File: src/cat_regs.svh
// Register map, field positions, reset values and timing counts of the timer
//------------------------------------------------------------------------------
// Function
// RULE_01 - Center mode counts 0 up to reload minus one, overflow, down to 1, underflow
// RULE_02 - Direction bit ignores software writes in center mode; hardware shows real direction
// RULE_03 - Center mode raises update on overflow, on underflow and on software trigger
// RULE_04 - Software update trigger restarts counter and prescaler counter from zero
// RULE_05 - Update disable blocks update events; counting continues on active reload value
// RULE_06 - Update source select makes software update leave update flag untouched
// RULE_07 - Update event copies prescaler and reload preloads; sets flag unless suppressed
// RULE_08 - On overflow update the new reload value is loaded before counter reload
// RULE_09 - Counter clock from internal clock, channel-2 pin, trigger pin or other timer
// RULE_10 - Slave mode off: control bits software only; update trigger self-clears
// RULE_11 - Slave mode off: prescaler clocked internally once enable bit is written one
// RULE_12 - Slave mode 111 is external clock mode 1: count on selected trigger edges
// RULE_13 - Trigger select 110 routes filtered channel-2 input to slave controller
// RULE_14 - Channel-2 input select 01 makes channel 2 detect edges on its pin
// RULE_15 - Four-bit channel-2 filter sets filter length; zero means no filtering
// RULE_16 - Channel-2 polarity zero selects rising edge as active edge
// RULE_17 - Capture prescaler never divides edges used as counter clock
// RULE_18 - External mode 1: each active edge advances counter once and sets trigger flag
// RULE_19 - External input resynchronised to internal clock, giving fixed tick latency
// RULE_20 - Counter, reload and prescaler registers are 16 bits, accessible while running
// RULE_21 - Internal counter enable follows the enable bit one clock later
// RULE_22 - Prescaler divides by 1 to 65536; new ratio applies at next update
// RULE_23 - Reload preload enable set: transfer only at updates; clear: immediate
// RULE_24 - Reload writes always hit preload copy; active copy changes only by transfer
//------------------------------------------------------------------------------
`ifndef CAT_REGS_SVH
`define CAT_REGS_SVH

`define CAT_CNT_W        16
`define CAT_ITR_N        4

`define CAT_OFF_CTRL     12'h000
`define CAT_OFF_SMODE    12'h008
`define CAT_OFF_STAT     12'h010
`define CAT_OFF_EVGEN    12'h014
`define CAT_OFF_CHMODE   12'h018
`define CAT_OFF_CHEN     12'h020
`define CAT_OFF_COUNT    12'h024
`define CAT_OFF_PSC      12'h028
`define CAT_OFF_ARR      12'h02c

`define CAT_CTRL_CEN     0
`define CAT_CTRL_UPDATE_DISABLE    1
`define CAT_CTRL_URS     2
`define CAT_CTRL_DIR     4
`define CAT_CTRL_CMODE   5
`define CAT_CTRL_RELOAD_PRELOAD_ENABLE    7
`define CAT_SMODE_SMS    0
`define CAT_SMODE_TS     4
`define CAT_SMODE_ECE    14
`define CAT_STAT_UIF     0
`define CAT_STAT_TIF     6
`define CAT_EVGEN_UG     0
`define CAT_CHMODE_CHANNEL2_INPUT_SELECT  8
`define CAT_CHMODE_CHANNEL2_INPUT_FILTER  12
`define CAT_CHEN_CHANNEL2_POLARITY    5

`define CAT_SMS_OFF      3'h0
`define CAT_SMS_EXT1     3'h7
`define CAT_TS_TI2       3'h6
`define CAT_CHANNEL2_INPUT_SELECT_TI2     2'h1
`define CAT_RST_ARR      16'hffff
`define CAT_RST_WORD     16'h0000
`define CAT_CEN_LAT      1

`endif

File: src/cat_pkg.sv
// Types shared by the timer design
`include "cat_regs.svh"
package cat_pkg;
  typedef logic [`CAT_CNT_W-1:0] cat_word_t;

  typedef enum logic {
    CAT_UP   = 1'b0,
    CAT_DOWN = 1'b1
  } cat_dir_t;

  typedef struct packed {
    logic                 counter_enable_bit;
    logic                 update_disable;
    logic                 update_request_source;
    logic                 cmode;
    logic                 reload_preload_enable;
    cat_dir_t             dir;
    logic [2:0]           slave_mode_select;
    logic [2:0]           ts;
    logic                 ece;
    logic                 update_flag;
    logic                 trigger_flag;
    logic [1:0]           channel2_input_select;
    logic [3:0]           channel2_input_filter;
    logic                 channel2_polarity;
    cat_word_t            cnt;
    cat_word_t            psc;
    cat_word_t            pscBuf;
    cat_word_t            pscCnt;
    cat_word_t            arrPre;
    cat_word_t            arrAct;
    logic                 cntEn;
    logic                 ti2S1;
    logic                 ti2S2;
    logic                 etrS1;
    logic                 etrS2;
    logic                 etrPrev;
    logic                 filtLvl;
    logic                 filtPrev;
    logic [3:0]           filtCnt;
    logic [`CAT_ITR_N-1:0] itrPrev;
    logic [31:0]          prdata;
    logic                 pready;
    logic                 pslverr;
    logic                 update_event;
    logic                 trgEv;
  } cat_state_t;
endpackage

File: src/cat_timer.sv
// Center-aligned timer time base with clock source selection and APB registers
//
// Design decisions made here: the address map and the APB register port.
`include "cat_regs.svh"
`timescale 1ns/1ps
`default_nettype none

module cat_timer (
  input  wire logic                  clk,
  input  wire logic                  resetn,
  input  wire logic                  ce,
  input  wire logic [11:0]           paddr,
  input  wire logic                  psel,
  input  wire logic                  penable,
  input  wire logic                  pwrite,
  input  wire logic [31:0]           pwdata,
  output logic      [31:0]           prdata,
  output logic                       pready,
  output logic                       pslverr,
  input  wire logic                  ti2Pin,
  input  wire logic                  etrPin,
  input  wire logic [`CAT_ITR_N-1:0] itrIn,
  output logic      [`CAT_CNT_W-1:0] counterValue,
  output logic                       countDown,
  output logic                       updateEvent,
  output logic                       triggerEvent
);

  localparam cat_pkg::cat_state_t RST_ST = '{
    dir:     cat_pkg::CAT_UP,
    arrPre:  `CAT_RST_ARR,
    arrAct:  `CAT_RST_ARR,
    default: '0
  };

  cat_pkg::cat_state_t stFf;
  cat_pkg::cat_state_t nxtSt;

  logic              acc;
  logic              wrDo;
  logic              hit;
  logic [31:0]       rdMux;
  logic              ugReq;
  logic              ti2Edge;
  logic              itrEdge;
  logic              etrEdge;
  logic              trgEdge;
  logic              clkPulse;
  logic              cntTick;
  logic              ovf;
  logic              unf;
  logic              uevNow;
  logic              urgeUp;
  cat_pkg::cat_word_t arrLoad;

  //----------------------------------------------------------------------------
  // Register read mux and decode
  //----------------------------------------------------------------------------
  always_comb begin
    hit   = 1'b1;
    rdMux = 32'h0000_0000;
    unique case (paddr)
      `CAT_OFF_CTRL: begin
        rdMux[`CAT_CTRL_CEN]   = stFf.counter_enable_bit;
        rdMux[`CAT_CTRL_UPDATE_DISABLE]  = stFf.update_disable;
        rdMux[`CAT_CTRL_URS]   = stFf.update_request_source;
        rdMux[`CAT_CTRL_DIR]   = stFf.dir;
        rdMux[`CAT_CTRL_CMODE] = stFf.cmode;
        rdMux[`CAT_CTRL_RELOAD_PRELOAD_ENABLE]  = stFf.reload_preload_enable;
      end
      `CAT_OFF_SMODE: begin
        rdMux[`CAT_SMODE_SMS+:3] = stFf.slave_mode_select;
        rdMux[`CAT_SMODE_TS+:3]  = stFf.ts;
        rdMux[`CAT_SMODE_ECE]    = stFf.ece;
      end
      `CAT_OFF_STAT: begin
        rdMux[`CAT_STAT_UIF] = stFf.update_flag;
        rdMux[`CAT_STAT_TIF] = stFf.trigger_flag;
      end
      // Trigger bit always reads back zero
      `CAT_OFF_EVGEN: rdMux = 32'h0000_0000;
      `CAT_OFF_CHMODE: begin
        rdMux[`CAT_CHMODE_CHANNEL2_INPUT_SELECT+:2] = stFf.channel2_input_select;
        rdMux[`CAT_CHMODE_CHANNEL2_INPUT_FILTER+:4] = stFf.channel2_input_filter;
      end
      `CAT_OFF_CHEN:  rdMux[`CAT_CHEN_CHANNEL2_POLARITY] = stFf.channel2_polarity;
      `CAT_OFF_COUNT: rdMux[`CAT_CNT_W-1:0] = stFf.cnt;
      `CAT_OFF_PSC:   rdMux[`CAT_CNT_W-1:0] = stFf.psc;
      `CAT_OFF_ARR:   rdMux[`CAT_CNT_W-1:0] = stFf.arrPre; // [RULE_24]
      default:        hit = 1'b0;
    endcase
  end

  //----------------------------------------------------------------------------
  // Next-state logic
  //----------------------------------------------------------------------------
  always_comb begin
    nxtSt = stFf;
    acc   = psel && penable;
    wrDo  = acc && pwrite && stFf.pready;
    ugReq = 1'b0;

    // One wait state: pready rises in the second access cycle
    nxtSt.pready  = acc && !stFf.pready;
    nxtSt.pslverr = acc && !stFf.pready && !hit;
    if (acc && !stFf.pready) begin
      nxtSt.prdata = hit ? rdMux : 32'h0000_0000;
    end

    if (wrDo && hit) begin
      unique case (paddr)
        `CAT_OFF_CTRL: begin
          nxtSt.counter_enable_bit   = pwdata[`CAT_CTRL_CEN];
          nxtSt.update_disable  = pwdata[`CAT_CTRL_UPDATE_DISABLE];
          nxtSt.update_request_source   = pwdata[`CAT_CTRL_URS];
          nxtSt.cmode = pwdata[`CAT_CTRL_CMODE];
          nxtSt.reload_preload_enable  = pwdata[`CAT_CTRL_RELOAD_PRELOAD_ENABLE];
          if (!stFf.cmode) begin
            nxtSt.dir = cat_pkg::cat_dir_t'(pwdata[`CAT_CTRL_DIR]); // [RULE_02] [RULE_10]
          end
        end
        `CAT_OFF_SMODE: begin
          nxtSt.slave_mode_select = pwdata[`CAT_SMODE_SMS+:3];
          nxtSt.ts  = pwdata[`CAT_SMODE_TS+:3];
          nxtSt.ece = pwdata[`CAT_SMODE_ECE];
        end
        `CAT_OFF_STAT: begin
          // Write zero clears; hardware sets below override
          nxtSt.update_flag = stFf.update_flag & pwdata[`CAT_STAT_UIF];
          nxtSt.trigger_flag = stFf.trigger_flag & pwdata[`CAT_STAT_TIF];
        end
        `CAT_OFF_EVGEN: ugReq = pwdata[`CAT_EVGEN_UG]; // [RULE_10]
        `CAT_OFF_CHMODE: begin
          nxtSt.channel2_input_select = pwdata[`CAT_CHMODE_CHANNEL2_INPUT_SELECT+:2];
          nxtSt.channel2_input_filter = pwdata[`CAT_CHMODE_CHANNEL2_INPUT_FILTER+:4];
        end
        `CAT_OFF_CHEN:  nxtSt.channel2_polarity   = pwdata[`CAT_CHEN_CHANNEL2_POLARITY];
        `CAT_OFF_COUNT: nxtSt.cnt    = pwdata[`CAT_CNT_W-1:0]; // [RULE_20]
        `CAT_OFF_PSC:   nxtSt.psc    = pwdata[`CAT_CNT_W-1:0]; // [RULE_22]
        `CAT_OFF_ARR:   nxtSt.arrPre = pwdata[`CAT_CNT_W-1:0]; // [RULE_24]
        default: ;
      endcase
    end

    nxtSt.cntEn = stFf.counter_enable_bit; // [RULE_21]

    // Pin synchronisers, two stages each
    nxtSt.ti2S1   = ti2Pin; // [RULE_19]
    nxtSt.ti2S2   = stFf.ti2S1;
    nxtSt.etrS1   = etrPin;
    nxtSt.etrS2   = stFf.etrS1;
    nxtSt.etrPrev = stFf.etrS2;
    nxtSt.itrPrev = itrIn;

    // Filter: level accepted after channel2_input_filter consecutive differing samples
    nxtSt.filtPrev = stFf.filtLvl;
    if (stFf.channel2_input_filter == 4'h0) begin
      nxtSt.filtLvl = stFf.ti2S2; // [RULE_15]
      nxtSt.filtCnt = 4'h0;
    end else if (stFf.ti2S2 != stFf.filtLvl) begin
      if (stFf.filtCnt + 4'h1 >= stFf.channel2_input_filter) begin
        nxtSt.filtLvl = stFf.ti2S2; // [RULE_15]
        nxtSt.filtCnt = 4'h0;
      end else begin
        nxtSt.filtCnt = stFf.filtCnt + 4'h1;
      end
    end else begin
      nxtSt.filtCnt = 4'h0;
    end

    // Edge path bypasses any capture prescaler [RULE_17]
    ti2Edge = (stFf.channel2_input_select == `CAT_CHANNEL2_INPUT_SELECT_TI2) &&                     // [RULE_14]
              (stFf.channel2_polarity ? (stFf.filtPrev && !stFf.filtLvl)
                         : (!stFf.filtPrev && stFf.filtLvl));      // [RULE_16]
    itrEdge = !stFf.ts[2] && itrIn[stFf.ts[1:0]] && !stFf.itrPrev[stFf.ts[1:0]];
    etrEdge = stFf.etrS2 && !stFf.etrPrev;
    trgEdge = (stFf.ts == `CAT_TS_TI2) ? ti2Edge : itrEdge; // [RULE_13]

    // Clock source select [RULE_09]
    if (stFf.slave_mode_select == `CAT_SMS_EXT1) begin
      clkPulse = trgEdge; // [RULE_12]
    end else if (stFf.ece) begin
      clkPulse = etrEdge;
    end else begin
      clkPulse = 1'b1; // [RULE_11]
    end

    if (stFf.slave_mode_select != `CAT_SMS_OFF && trgEdge) begin
      nxtSt.trigger_flag = 1'b1; // [RULE_18]
    end
    nxtSt.trgEv = trgEdge;

    // Prescaler: divides by pscBuf + 1
    cntTick = 1'b0;
    if (stFf.cntEn && clkPulse) begin
      if (stFf.pscCnt >= stFf.pscBuf) begin
        nxtSt.pscCnt = `CAT_RST_WORD;
        cntTick      = 1'b1; // [RULE_22]
      end else begin
        nxtSt.pscCnt = stFf.pscCnt + 16'h0001;
      end
    end

    // New reload is used for the turn-around when an update will happen
    arrLoad = stFf.update_disable ? stFf.arrAct : stFf.arrPre; // [RULE_08]
    ovf     = 1'b0;
    unf     = 1'b0;
    urgeUp  = ({1'b0, stFf.cnt} + 17'h00001) >= {1'b0, stFf.arrAct};

    if (ugReq) begin
      nxtSt.cnt    = `CAT_RST_WORD; // [RULE_04]
      nxtSt.pscCnt = `CAT_RST_WORD; // [RULE_04]
      if (stFf.cmode) begin
        nxtSt.dir = cat_pkg::CAT_UP;
      end
    end else if (cntTick) begin
      if (stFf.cmode) begin
        if (stFf.dir == cat_pkg::CAT_UP) begin
          if (urgeUp) begin
            ovf       = 1'b1;
            nxtSt.cnt = arrLoad; // [RULE_01] [RULE_08]
            nxtSt.dir = cat_pkg::CAT_DOWN; // [RULE_02]
          end else begin
            nxtSt.cnt = stFf.cnt + 16'h0001;
          end
        end else begin
          if (stFf.cnt <= 16'h0001) begin
            unf       = 1'b1;
            nxtSt.cnt = `CAT_RST_WORD; // [RULE_01]
            nxtSt.dir = cat_pkg::CAT_UP; // [RULE_02]
          end else begin
            nxtSt.cnt = stFf.cnt - 16'h0001;
          end
        end
      end else if (stFf.dir == cat_pkg::CAT_UP) begin
        if (stFf.cnt >= stFf.arrAct) begin
          ovf       = 1'b1;
          nxtSt.cnt = `CAT_RST_WORD;
        end else begin
          nxtSt.cnt = stFf.cnt + 16'h0001;
        end
      end else begin
        if (stFf.cnt == `CAT_RST_WORD) begin
          unf       = 1'b1;
          nxtSt.cnt = arrLoad;
        end else begin
          nxtSt.cnt = stFf.cnt - 16'h0001;
        end
      end
    end

    uevNow = !stFf.update_disable && (ugReq || ovf || unf); // [RULE_03] [RULE_05]
    if (!stFf.reload_preload_enable) begin
      nxtSt.arrAct = stFf.arrPre; // [RULE_23]
    end
    if (uevNow) begin
      nxtSt.pscBuf = stFf.psc;    // [RULE_07]
      nxtSt.arrAct = stFf.arrPre; // [RULE_07] [RULE_23]
      if (ovf || unf || !stFf.update_request_source) begin
        nxtSt.update_flag = 1'b1; // [RULE_06] [RULE_07]
      end
    end
    nxtSt.update_event = uevNow;
  end

  //----------------------------------------------------------------------------
  // State register
  //----------------------------------------------------------------------------
  always_ff @(posedge clk or negedge resetn) begin
    if (!resetn) begin
      stFf <= RST_ST;
    end else if (ce) begin
      stFf <= nxtSt;
    end
  end

  assign prdata       = stFf.prdata;
  assign pready       = stFf.pready;
  assign pslverr      = stFf.pslverr;
  assign counterValue = stFf.cnt;
  assign countDown    = stFf.dir;
  assign updateEvent  = stFf.update_event;
  assign triggerEvent = stFf.trgEv;

  //----------------------------------------------------------------------------
  // Assertions
  //----------------------------------------------------------------------------
  a_cen_lag: // [RULE_21]
  assert property (@(posedge clk) disable iff (!resetn)
    ce && stFf.counter_enable_bit && !stFf.cntEn |=> stFf.cntEn)
    else $error("counter enable did not follow enable bit");

  a_ug_restart: // [RULE_04]
  assert property (@(posedge clk) disable iff (!resetn)
    ce && ugReq |=> stFf.cnt == 16'h0000 && stFf.pscCnt == 16'h0000)
    else $error("software update did not restart counters");

  a_ovf_turn: // [RULE_01]
  assert property (@(posedge clk) disable iff (!resetn)
    ce && stFf.cmode && !ugReq && cntTick && stFf.dir == cat_pkg::CAT_UP && urgeUp
    |=> stFf.dir == cat_pkg::CAT_DOWN && updateEvent == !$past(stFf.update_disable))
    else $error("overflow did not turn counter down");

  a_update_disable_quiet: // [RULE_05]
  assert property (@(posedge clk) disable iff (!resetn)
    ce && stFf.update_disable |=> !updateEvent)
    else $error("update event while updates disabled");

  a_urs_silent: // [RULE_06]
  assert property (@(posedge clk) disable iff (!resetn)
    ce && ugReq && stFf.update_request_source && !stFf.update_flag |=> !stFf.update_flag)
    else $error("software update set flag with source select on");

  a_arr_xfer: // [RULE_07]
  assert property (@(posedge clk) disable iff (!resetn)
    ce && uevNow |=> stFf.arrAct == $past(stFf.arrPre) && stFf.pscBuf == $past(stFf.psc))
    else $error("preloads not transferred on update");

  a_dir_hold: // [RULE_02]
  assert property (@(posedge clk) disable iff (!resetn)
    ce && stFf.cmode && !cntTick && !ugReq |=> $stable(stFf.dir))
    else $error("direction changed without counting");

  a_ext_edge: // [RULE_18]
  assert property (@(posedge clk) disable iff (!resetn)
    ce && stFf.slave_mode_select == `CAT_SMS_EXT1 && trgEdge |=> stFf.trigger_flag ##0 triggerEvent)
    else $error("trigger edge did not set trigger flag");

  a_reload_preload_enable_off: // [RULE_23]
  assert property (@(posedge clk) disable iff (!resetn)
    ce && !stFf.reload_preload_enable |=> stFf.arrAct == $past(stFf.arrPre))
    else $error("reload not immediate with preload off");

  a_uev_cause: // [RULE_03]
  assert property (@(posedge clk) disable iff (!resetn)
    updateEvent |-> $past(ce) && !$past(stFf.update_disable))
    else $error("update event without enabled cause");

endmodule // cat_timer

`default_nettype wire

File: config.mk
export PLATFORM = sky130hd
export DESIGN_NAME = cat_timer
export DESIGN_NICKNAME = d
export VERILOG_FILES = /design/src/cat_pkg.sv /design/src/cat_timer.sv
export VERILOG_INCLUDE_DIRS = /design/src /design/src/src
export SDC_FILE = /design/constraint.sdc
export NUM_CORES = 1
export LEC_CHECK = 0
export BUFFER_PORTS_ARGS = -buffer_cell sky130_fd_sc_hd__buf_2
export CORE_UTILIZATION = 48
export CTS_CLUSTER_DIAMETER = 120
export DETAILED_ROUTE_END_ITERATION = 16
export PLACE_DENSITY = 0.79
export SLEW_MARGIN = 10
export SYNTH_ARGS = -nofsm -noshare
export SYNTH_HDL_FRONTEND = slang
export SYNTH_SLANG_ARGS = --single-unit
File: constraint.sdc
create_clock -name clk -period 8.6 [get_ports clk]
set_input_delay 0.43 -clock clk [delete_from_list [all_inputs] [get_ports clk]]
set_output_delay 0.43 -clock clk [all_outputs]
set_load 0.02 [all_outputs]
# After elaboration in Yosys (flattened, before gate mapping)
# Index checks and enable logic that the tools add are counted.
dict set report word_totals {
  regBits 170
  out_inout_bits 53
}
dict set report classes {
  n_addsub 5
  magnitude_cmp 6
  n_eq_ne 13
  mux 80
  n_bitwise 2
  n_reduce_logical 53
}
# operator n
set op_table {}
lappend op_table {{16-bit 2-to-1 mux} 18}
lappend op_table {{49-bit 2-to-1 mux} 1}
lappend op_table {{12-bit by 6-bit == test with 1-bit output, second input constant} 4}
lappend op_table {{1-bit 2-to-1 mux} 41}
lappend op_table {{12-bit by 5-bit == test with 1-bit output, second input constant} 3}
lappend op_table {{16-bit by 1-bit adder with 16-bit output, second input constant} 2}
lappend op_table {{16-bit greater-or-equal comparator} 2}
lappend op_table {{3-bit AND reduction} 9}
lappend op_table {{16-bit by 1-bit adder with 17-bit output, second input constant} 1}
lappend op_table {{17-bit by 16-bit greater-or-equal comparator with 1-bit output} 1}
lappend op_table {{16-bit by 1-bit less-or-equal comparator with 1-bit output, second input constant} 1}
lappend op_table {{16-bit zero test} 1}
lappend op_table {{2-bit case mux with 4 select lines} 2}
lappend op_table {{16-bit by 1-bit subtractor with 16-bit output, second input constant} 1}
lappend op_table {{1-bit logical AND} 15}
lappend op_table {{1-bit case mux with 5 select lines} 3}
lappend op_table {{12-bit by 4-bit == test with 1-bit output, second input constant} 1}
lappend op_table {{12-bit zero test} 1}
lappend op_table {{4-bit 2-to-1 mux} 3}
lappend op_table {{1-bit case mux with 6 select lines} 2}
lappend op_table {{2-bit case mux with 5 select lines} 1}
lappend op_table {{2-bit nonzero test} 5}
lappend op_table {{1-bit zero test} 9}
lappend op_table {{3-bit nonzero test} 3}
lappend op_table {{other kinds (19)} 29}

# Logic depth before layout (Yosys ltp)
# Gate-level depths: netlist of run 1.
dict set report logic_depth {
  ltp_word 15
  mapped_depth 16
}

# Worst setup path before layout of run 1
# OpenSTA, ideal clock, no wires.
dict set report synth_timing {
  path_kind {flip-flop to flip-flop}
  start {register stFf, in the netlist counterValue[2]}
  end {register stFf[107] (netlist name)}
  setup_ns 0.125
  t_arrival_ns 3.514
  required_time_ns 8.475
  slack_ns 4.961
  path_stages_with_launch 15
  n_path_buf 2
  synth_period_minus_slack_ns 3.639
  cell_sequence {dfrtp_1 buf_1 nand3_1 nor3_1 and3_1 xnor2_1 inv_1 ha_1 nand3_1 a311o_1 a21oi_2 nand2b_2 a211oi_4 buf_8 mux2_4}
}
dict set report synth_between {
  elab_chain_len 11
  elab_cells_between_ends 23
}
# item line_no
set synth_rtl {}
lappend synth_rtl {{start, declared} cat_timer.sv:36} ;# cat_pkg::cat_state_t stFf;
lappend synth_rtl {{start signal, assigned} cat_timer.sv:273} ;# stFf <= nxtSt;
lappend synth_rtl {{16-bit by 1-bit adder with 17-bit output} cat_timer.sv:208} ;# urgeUp = ({1'b0, stFf.cnt} + 17'h00001) >= {1'b0, stFf.arrAct};
lappend synth_rtl {{17-bit by 16-bit greater-or-equal comparator with 1-bit output} cat_timer.sv:208}
lappend synth_rtl {{1-bit 2-to-1 mux} cat_timer.sv:219} ;# if (urgeUp) begin
lappend synth_rtl {{1-bit 2-to-1 mux} cat_timer.sv:218} ;# if (stFf.dir == cat_pkg::CAT_UP) begin
lappend synth_rtl {{1-bit 2-to-1 mux} cat_timer.sv:217} ;# if (stFf.cmode) begin
lappend synth_rtl {{1-bit 2-to-1 mux} cat_timer.sv:216} ;# end else if (cntTick) begin
lappend synth_rtl {{1-bit 2-to-1 mux} cat_timer.sv:210} ;# if (ugReq) begin
lappend synth_rtl {{1-bit logical OR} cat_timer.sv:252} ;# uevNow = !stFf.update_disable && (ugReq || ovf || unf);
lappend synth_rtl {{1-bit logical OR *} cat_timer.sv:252}
lappend synth_rtl {{1-bit logical AND *} cat_timer.sv:252}
lappend synth_rtl {{2-bit AND reduction (no line) *} n/a}
# Mark *: on every way between the ends. The rest lies on a longest branch, timed or not.
# A chain may end at the register's enable or synchronous reset.

# Worst setup path after layout of run 1
dict set report layout_timing {
  start {register stFf, in the netlist counterValue[2]}
  end {register stFf[106] (netlist name)}
}
# Same word-level chain as after synthesis.

==> summary.md, run 1 <==
| Metric | Value |
|---|---|
| Clk slew on worst S/H paths | `0.06 ns` |
| Final WS setup | `3.77 ns` |
| Seq/Total Area, Yosys | `0.381` |
| Seq cells post-synth | `154` |
| # setup viols final | `0` |
| First-pass GRT wire length | `43.4 mm` |
| Pre-CTS setup slack | `3.90 ns` |
| TritonCTS clock tree | `done` |
| Top Layer Used | `met4` |
| Crit Path Class | `flip-flop to flip-flop` |
| Starting Density | `0.488` |
| Reg-to-Reg Start | `counterValue[2]` |
| Max-slew headroom | `0.240` |
| Area grow syn2layout | `8.12%` |
| Top post-synthesis cells by area | `dfrtp_1 30%, mux2_2 9.1%, dfstp_2 8.2%, ha_1 7.1%, buf_4 3.7%` |
| Critical-path maximum fanout | `17` |
| CTS sink cnt | `154` |
| CTS Buffer Depth | `2` |
| Status | `finished clean` |
| Post-synth top area cell | `dfrtp_1` |
| Pin count of the biggest net entering global routing | `79` |
| Antenna Diode Count | `0` |
| Tmin final | `4.83 ns` |
| Synth top area share | `0.299` |
| Util after Layout | `0.527` |
| Static leakage power | `5.14 nW` |
| Vias in the first global route | `8055` |
| Met1 Routed Length | `11.7 mm` |
| Gpl congestion | `0.907` |
| Post-synth EDFFs | `0` |
| Final wirelength | `27.1 mm` |
| Antenna Nets Post-Route | `0` |
| Post-CTS setup repair buffer count | `0` |
| PwrDens | `142 mW/mm²` |
| Async S/R FF share, synth | `1.00` |
| Post-synthesis cell count | `1036` |
| Die width | `148 µm` |
| FP Rows | `53` |
| Synth top cells by count | `122 x dfrtp_1, 83 x mux2_2, 69 x nand2_1` |
| Worst hold path type | `primary input to async pin` |
| Num ports | `109` |
| Worst-Margin Slew | `1.14 ns` |
| DR WL/cell | `20.2 µm` |
| Critical Path Source | `counterValue[2]` |
| Avg Cell Area, Syn | `9.86 µm²` |
| Fraction of layout cells with a size suffix above 1 | `0.251` |
| Insertion delay to the later sink of the worst-skew pair | `0.44 ns` |
| Top FF cell, synth | `dfrtp_1` |
| Hold Vio Cnt, Final | `0` |
| Met2 routed WL | `12.1 mm` |
| Setup TNS | `0 ns` |
| Ys Warns | `0` |
| Startpoint types | `flip-flop` |
| Pre-Repair DR Iteration Count | `8` |
| Nets | `1169` |
| Synthesized area | `0.0102 mm²` |
| Gr ovfl total | `0` |
| Most frequent cell after synthesis | `dfrtp_1` |
| Post-synth cell types | `74` |
| Vias | `8192` |
| Arr. time, crit path | `5.15 ns` |
| CTS buffer count | `17` |
| Final Slew Violations | `0` |
| Reg2reg setup slack | `3.77 ns` |
| Hold Worst Slack | `0.0184 ns` |
| Initial antenna violation count | `0` |
| Cts hold-fix bufs | `0` |
| Initial DRC Count | `999` |
| DR vias/cell | `6.10` |
| Total track usage | `0.259` |
| H-tree Lvls | `4` |
| RSZ-0062 raised after global routing | `no` |
| Clk_skew | `0.0103 ns` |
| Worst VDD drop | `143 µV` |
| Routed wire length on met3 | `2.28 mm` |
| Max_cap viols | `0` |
| Clk root buf | `clkbuf_16` |
| Final Cycle Share | `0.561` |
| Post-DP HPWL | `19.2 mm` |
| Post_cts resized | `0` |
| Cells on worst reg2reg path | `12` |
| Max Freq | `0.207 GHz` |
| CP endpoint kind | `flip-flop` |
| Critical path required time | `8.92 ns` |
| Die area | `0.0219 mm²` |
| Core Region | `0.0210 mm²` |
| Worst reg2reg endpoint | `stFf[106]` |
| # port buffers | `76` |
| Die H | `148 µm` |
| # DRC | `0` |
-- sequential cells by signal, summed over array words and instances, names as in the netlist --
name	count
countDown	1
counterValue	16
nxtSt	5
prdata	16
pready	1
pslverr	1
stFf	112
triggerEvent	1
updateEvent	1
-- metrics by stage --
step	cell area, µm²	total power [mW]	cells
after floorplan	10300	0.807	1051
after global placement	10500	0.843	1311
after detailed placement	10500	0.846	1311
after CTS	11000	1.58	1343
after global routing	11000	1.62	1343
final	11000	1.57	1343
-- cell type report --
cell class	instances	area, µm²
Multi-Input combinational cell	730	5530
Timing Repair Buffer	87	469
Clock inverter	14	139
Fill cell	1881	9910
Sequential cell	154	3890
Inverter	65	244
Clock buffer	18	429
Tap cell	275	344
-- layer usage --
metal	track usage	up-vias
met5	0	-
met4	0.128	0
met3	0.0574	81
met2	0.389	404
met1	0.351	3972
li1	-	3735
-- how the worst max path moves through the flow --
| stage | to | slack (ns) | cells past startpoint |
|---|---|---|---|
| global placement | stFf[101] | 3.94 | 14 |
| finish | stFf[106] | 3.77 | 12 |
| CTS | stFf[106] | 3.86 | 12 |
| floorplan | stFf[107] | 4.96 | 14 |
| detailed placement | stFf[106] | 3.90 | 12 |
| global route | stFf[54] | 3.47 | 14 |
-- cells by family after synthesis --
logic type / Yosys count / share of synthesized area
flip-flops: 154 / 0.381
multiplexers: 129 / 0.142
buffers and inverters: 167 / 0.0834
XOR/XNOR: 37 / 0.0317
AND/OR/NAND/NOR: 253 / 0.127
other: 1 / 0.000367
AO/OA/AOI/OAI: 237 / 0.164
adder cells (fa/ha/maj): 58 / 0.0710
-- cell usage in the layout, fill, tap and decap left out, types with 10 or more instances in the layout --
cell type and n:
nor3_1 21, buf_4 11, mux2_2 83, and3_1 11, a21oi_1 50, a22o_1 12
a21o_1 18, clkbuf_16 17, a222oi_1 15, mux2i_1 27, xnor2_1 29, inv_1 65
nand4_1 10, nand2b_1 11, a22oi_1 16, mux2_1 10, buf_2 75, nand2_1 69
dfstp_2 32, ha_1 58, nand3_1 22, o21ai_0 61, nor2_1 58, conb_1 16
dfrtp_1 122
-- worst max-delay path, cell delays in order, from the launching register on --
cell,delay (ns)
dfrtp_1,0.71
nand3_1,0.18
nor3_1,0.54
nand3_1,0.17
xor2_1,0.29
inv_1,0.08
ha_1,0.30
nand3_1,0.11
a311o_1,0.45
a21oi_2,0.34
nand2b_2,0.16
a211oi_4,0.96
mux2_2,0.42
-- where the power goes --
group	total, mW	internal (mW)	leakage, nW	switching (mW)
sequential	0.745	0.736	1.97	0.00893
combinational	0.0877	0.0294	2.90	0.0583
clock	0.740	0.405	0.270	0.335
(Power assumes the default switching activity.)
==> run 2: changes to the inputs <==
--- a/config.mk
+++ b/config.mk
@@ -6,6 +6,7 @@
 export SDC_FILE = /design/constraint.sdc
 export NUM_CORES = 1
 export LEC_CHECK = 0
+export ABC_AREA = 1
 export BUFFER_PORTS_ARGS = -buffer_cell sky130_fd_sc_hd__buf_2
 export CORE_UTILIZATION = 48
 export CTS_CLUSTER_DIAMETER = 120
==> constraint.sdc (replaced) <==
create_clock -name clk -period 4.7 [get_ports clk]
set_input_delay 0.235 -clock clk [delete_from_list [all_inputs] [get_ports clk]]
set_output_delay 0.235 -clock clk [all_outputs]
set_load 0.02 [all_outputs]
==> run 2 against run 1 <==
  * Synthesized cell count grew 54%
  * Global-route usage grew 3.6 points
  * Cell area grew 9.1%
  * Highest routed layer unchanged
  * Combinational power grew to 7.7 times the previous value
  * Non-clock buffer count grew 6
  * Critical endpoint is now stFf[101]
  * Largest power group unchanged
==> summary.md, run 2 <==
| Metric | Value |
|---|---|
| Vias | `10800 (was 8192)` |
| DR WL/cell | `17.8 µm (was 20.2 µm)` |
| Insertion delay to the later sink of the worst-skew pair | `0.44 ns (about the same)` |
| Final wirelength | `34.0 mm (was 27.1 mm)` |
| Area grow syn2layout | `7.93% (was 8.12%)` |
| Starting Density | `0.492 (was 0.488)` |
| Tmin final | `3.96 ns (was 4.83 ns)` |
| Worst-Margin Slew | `1.05 ns (was 1.14 ns)` |
| Final Cycle Share | `0.843 (was 0.561)` |
| Static leakage power | `5.75 nW (was 5.14 nW)` |
| Die H | `155 µm (was 148 µm)` |
| Nets | `1728 (was 1169)` |
| TritonCTS clock tree | `done (unchanged)` |
| Max reg flops | `112 (unchanged)` |
| Crit Path Class | `flip-flop to flip-flop (unchanged)` |
| Max_cap viols | `0 (unchanged)` |
| Seq/Total Area, Yosys | `0.349 (was 0.381)` |
| Die width | `155 µm (was 148 µm)` |
| # DRC | `0 (unchanged)` |
| Post-DP HPWL | `25.4 mm (was 19.2 mm)` |
| Placed Cells | `1878 (was 1311)` |
| Initial DRC Count | `1117 (was 999)` |
| Worst hold path type | `primary input to flip-flop (was primary input to async pin)` |
| Num ports | `109 (unchanged)` |
| CTS Buffer Depth | `2 (unchanged)` |
| Synth top cells by count | `445 x nand2_1, 210 x inv_1, 158 x o21ai_0 (was 122 x dfrtp_1, 83 x mux2_2, 69 x nand2_1)` |
| Arr. time, crit path | `4.30 ns (was 5.15 ns)` |
| Power, Total | `3.48 mW (was 1.57 mW)` |
| Status | `finished clean (unchanged)` |
| Pre-Repair DR Iteration Count | `8 (unchanged)` |
| Ys Warns | `0 (unchanged)` |
| Top FF cell, synth | `dfrtp_1 (unchanged)` |
| PwrDens | `289 mW/mm² (was 142 mW/mm²)` |
| Post-CTS setup repair buffer count | `0 (unchanged)` |
| Synthesized area | `0.0112 mm² (was 0.0102 mm²)` |
| Pin count of the biggest net entering global routing | `60 (was 79)` |
| Max-slew headroom | `0.299 (was 0.240)` |
| Setup TNS | `0 ns (unchanged)` |
| Clk root buf | `clkbuf_16 (unchanged)` |
| Initial antenna violation count | `1 (was 0)` |
| Antenna Nets Post-Route | `0 (unchanged)` |
| Core Region | `0.0227 mm² (was 0.0210 mm²)` |
| # setup viols final | `0 (unchanged)` |
| H-tree Lvls | `4 (unchanged)` |
| Vias in the first global route | `10200 (was 8055)` |
| Critical path required time | `5.04 ns (was 8.92 ns)` |
| Startpoint types | `flip-flop (unchanged)` |
| Largest reg by FF count | `stFf (unchanged)` |
| RSZ-0062 raised after global routing | `no (unchanged)` |
| Leading cell type in the layout, fill and taps excluded | `nand2_1 (was dfrtp_1)` |
| Max Freq | `0.252 GHz (was 0.207 GHz)` |
| # port buffers | `76 (unchanged)` |
| Clk slew on worst S/H paths | `0.07 ns (was 0.06 ns)` |
| Avg Cell Area, Syn | `7.00 µm² (was 9.86 µm²)` |
| Post-synth cell types | `55 (was 74)` |
| Gr ovfl total | `0 (unchanged)` |
| CP endpoint kind | `flip-flop (unchanged)` |
| Total track usage | `0.295 (was 0.259)` |
| Async S/R FF share, synth | `1.00 (unchanged)` |
| Die area | `0.0239 mm² (was 0.0219 mm²)` |
| CTS buffer count | `17 (unchanged)` |
| Seq cells post-synth | `154 (unchanged)` |
| DR vias/cell | `5.66 (was 6.10)` |
| Hold Vio Cnt, Final | `0 (unchanged)` |
| Fraction of layout cells with a size suffix above 1 | `0.128 (was 0.251)` |
| Most frequent cell after synthesis | `nand2_1 (was dfrtp_1)` |
| Gpl congestion | `1.02 (was 0.907)` |
| Worst VDD drop | `252 µV (was 143 µV)` |
| Post-synth EDFFs | `0 (unchanged)` |
| FILL cells | `2158 (was 1881)` |
| Clk_skew | `0.00997 ns (was 0.0103 ns)` |
| Post-synthesis cell count | `1595 (was 1036)` |
| Top post-synthesis cells by area | `dfrtp_1 27%, nand2_1 15%, dfstp_2 7.5%, o21ai_0 7.1%, inv_1 7.1% (was dfrtp_1 30%, mux2_2 9.1%, dfstp_2 8.2%, ha_1 7.1%, buf_4 3.7%)` |
| Critical-path maximum fanout | `32 (was 17)` |
| CTS sink cnt | `154 (unchanged)` |
| Most frequent cells in the layout | `445 x nand2_1, 210 x inv_1, 158 x o21ai_0 (was 122 x dfrtp_1, 83 x mux2_2, 75 x buf_2)` |
| FP Rows | `55 (was 53)` |
| Final Slew Violations | `0 (unchanged)` |
| Post-synth top area cell | `dfrtp_1 (unchanged)` |
| Synth top area share | `0.273 (was 0.299)` |
| First-pass GRT wire length | `54.6 mm (was 43.4 mm)` |
| Util after Layout | `0.531 (was 0.527)` |
| Post-Layout Cell Count | `1913 (was 1343)` |
## run 2: logic make-up (layout without fill, tap and decap cells)
logic type               after synthesis  after routing  share of synthesized area
flip-flops                           154            154                      0.349
AND/OR/NAND/NOR                      743            743                      0.294
other                                  1             17                   0.000336
adder cells (fa/ha/maj)               58             58                     0.0650
XOR/XNOR                              28             28                     0.0220
AO/OA/AOI/OAI                        279            279                      0.137
buffers and inverters                332            349                      0.133
## run 2: worst max-delay path: stages, from the launching register on
cell	delay, ns
dfrtp_1	0.64
nand3_1	0.23
nor2_1	0.27
nand2_1	0.12
nor2_1	0.22
xor2_1	0.28
inv_1	0.08
ha_1	0.27
nand2_1	0.10
nor2_1	0.05
nand2_1	0.06
nor2_1	0.03
nand2_1	0.05
nand4_1	0.12
nor2_4	0.14
nand3_4	0.11
nand3_2	0.12
nand2_2	0.06
inv_2	0.05
nand2_2	0.06
nand2_4	0.24
buf_4	0.36
nand2_1	0.10
o21ai_0	0.10
## run 2: what timing repair did
action                    CTS  global route
resized for setup           0             0
hold buffers                2             0
hold endpoints to repair   45             0
## run 2: per-stage QoR
stage | area, µm² | hold WS [ns] | setup WS [ns]
after floorplan | 11200 | -0.0606 | 1.66
after global placement | 11400 | 0.181 | 0.936
after detailed placement | 11400 | 0.181 | 0.893
after CTS | 12000 | 0.00295 | 0.845
after global routing | 12000 | 0.0156 | 0.522
final | 12100 | 0.00694 | 0.737
## run 2: power by group
group	total, mW	leakage (nW)	switching [mW]	internal, mW
Clock	1.40	0.290	0.630	0.767
Sequential	1.41	1.97	0.0498	1.36
Combinational	0.674	3.48	0.472	0.202
Total	3.48	5.75	1.15	2.33
## run 2: metal layers
layer	wire length [µm]	GRT usage
met5	0	0
met1	14400	0.402
met3	3270	0.0591
met2	14900	0.453
met4	1470	0.133
## run 2: worst paths after layout
kind | startpoint | endpoint | cells past startpoint | slack (ns)
setup / recovery | counterValue[2] | stFf[101] | 23 | 0.74
hold / removal | ti2Pin | nxtSt[49] | 3 | 0.007
setup reg to reg | counterValue[2] | stFf[101] | 23 | 0.74
hold reg to reg | stFf[80] | stFf[64] | 2 | 0.47
max in group asynchronous | resetn | counterValue[8] | 3 | 3.26
min in group asynchronous | resetn | stFf[93] | 2 | 0.28
## run 2: area by class of cell
type | count | area (µm²) | share of cell area
antenna | 1 | 2.50 | 0.000208
clock inverter | 14 | 155 | 0.0129
multi-input combinational | 1124 | 5840 | 0.485
sequential | 154 | 3890 | 0.323
inverter | 224 | 843 | 0.0700
clock buffer | 18 | 439 | 0.0364
timing repair buffer | 93 | 519 | 0.0431
tap | 285 | 357 | 0.0296
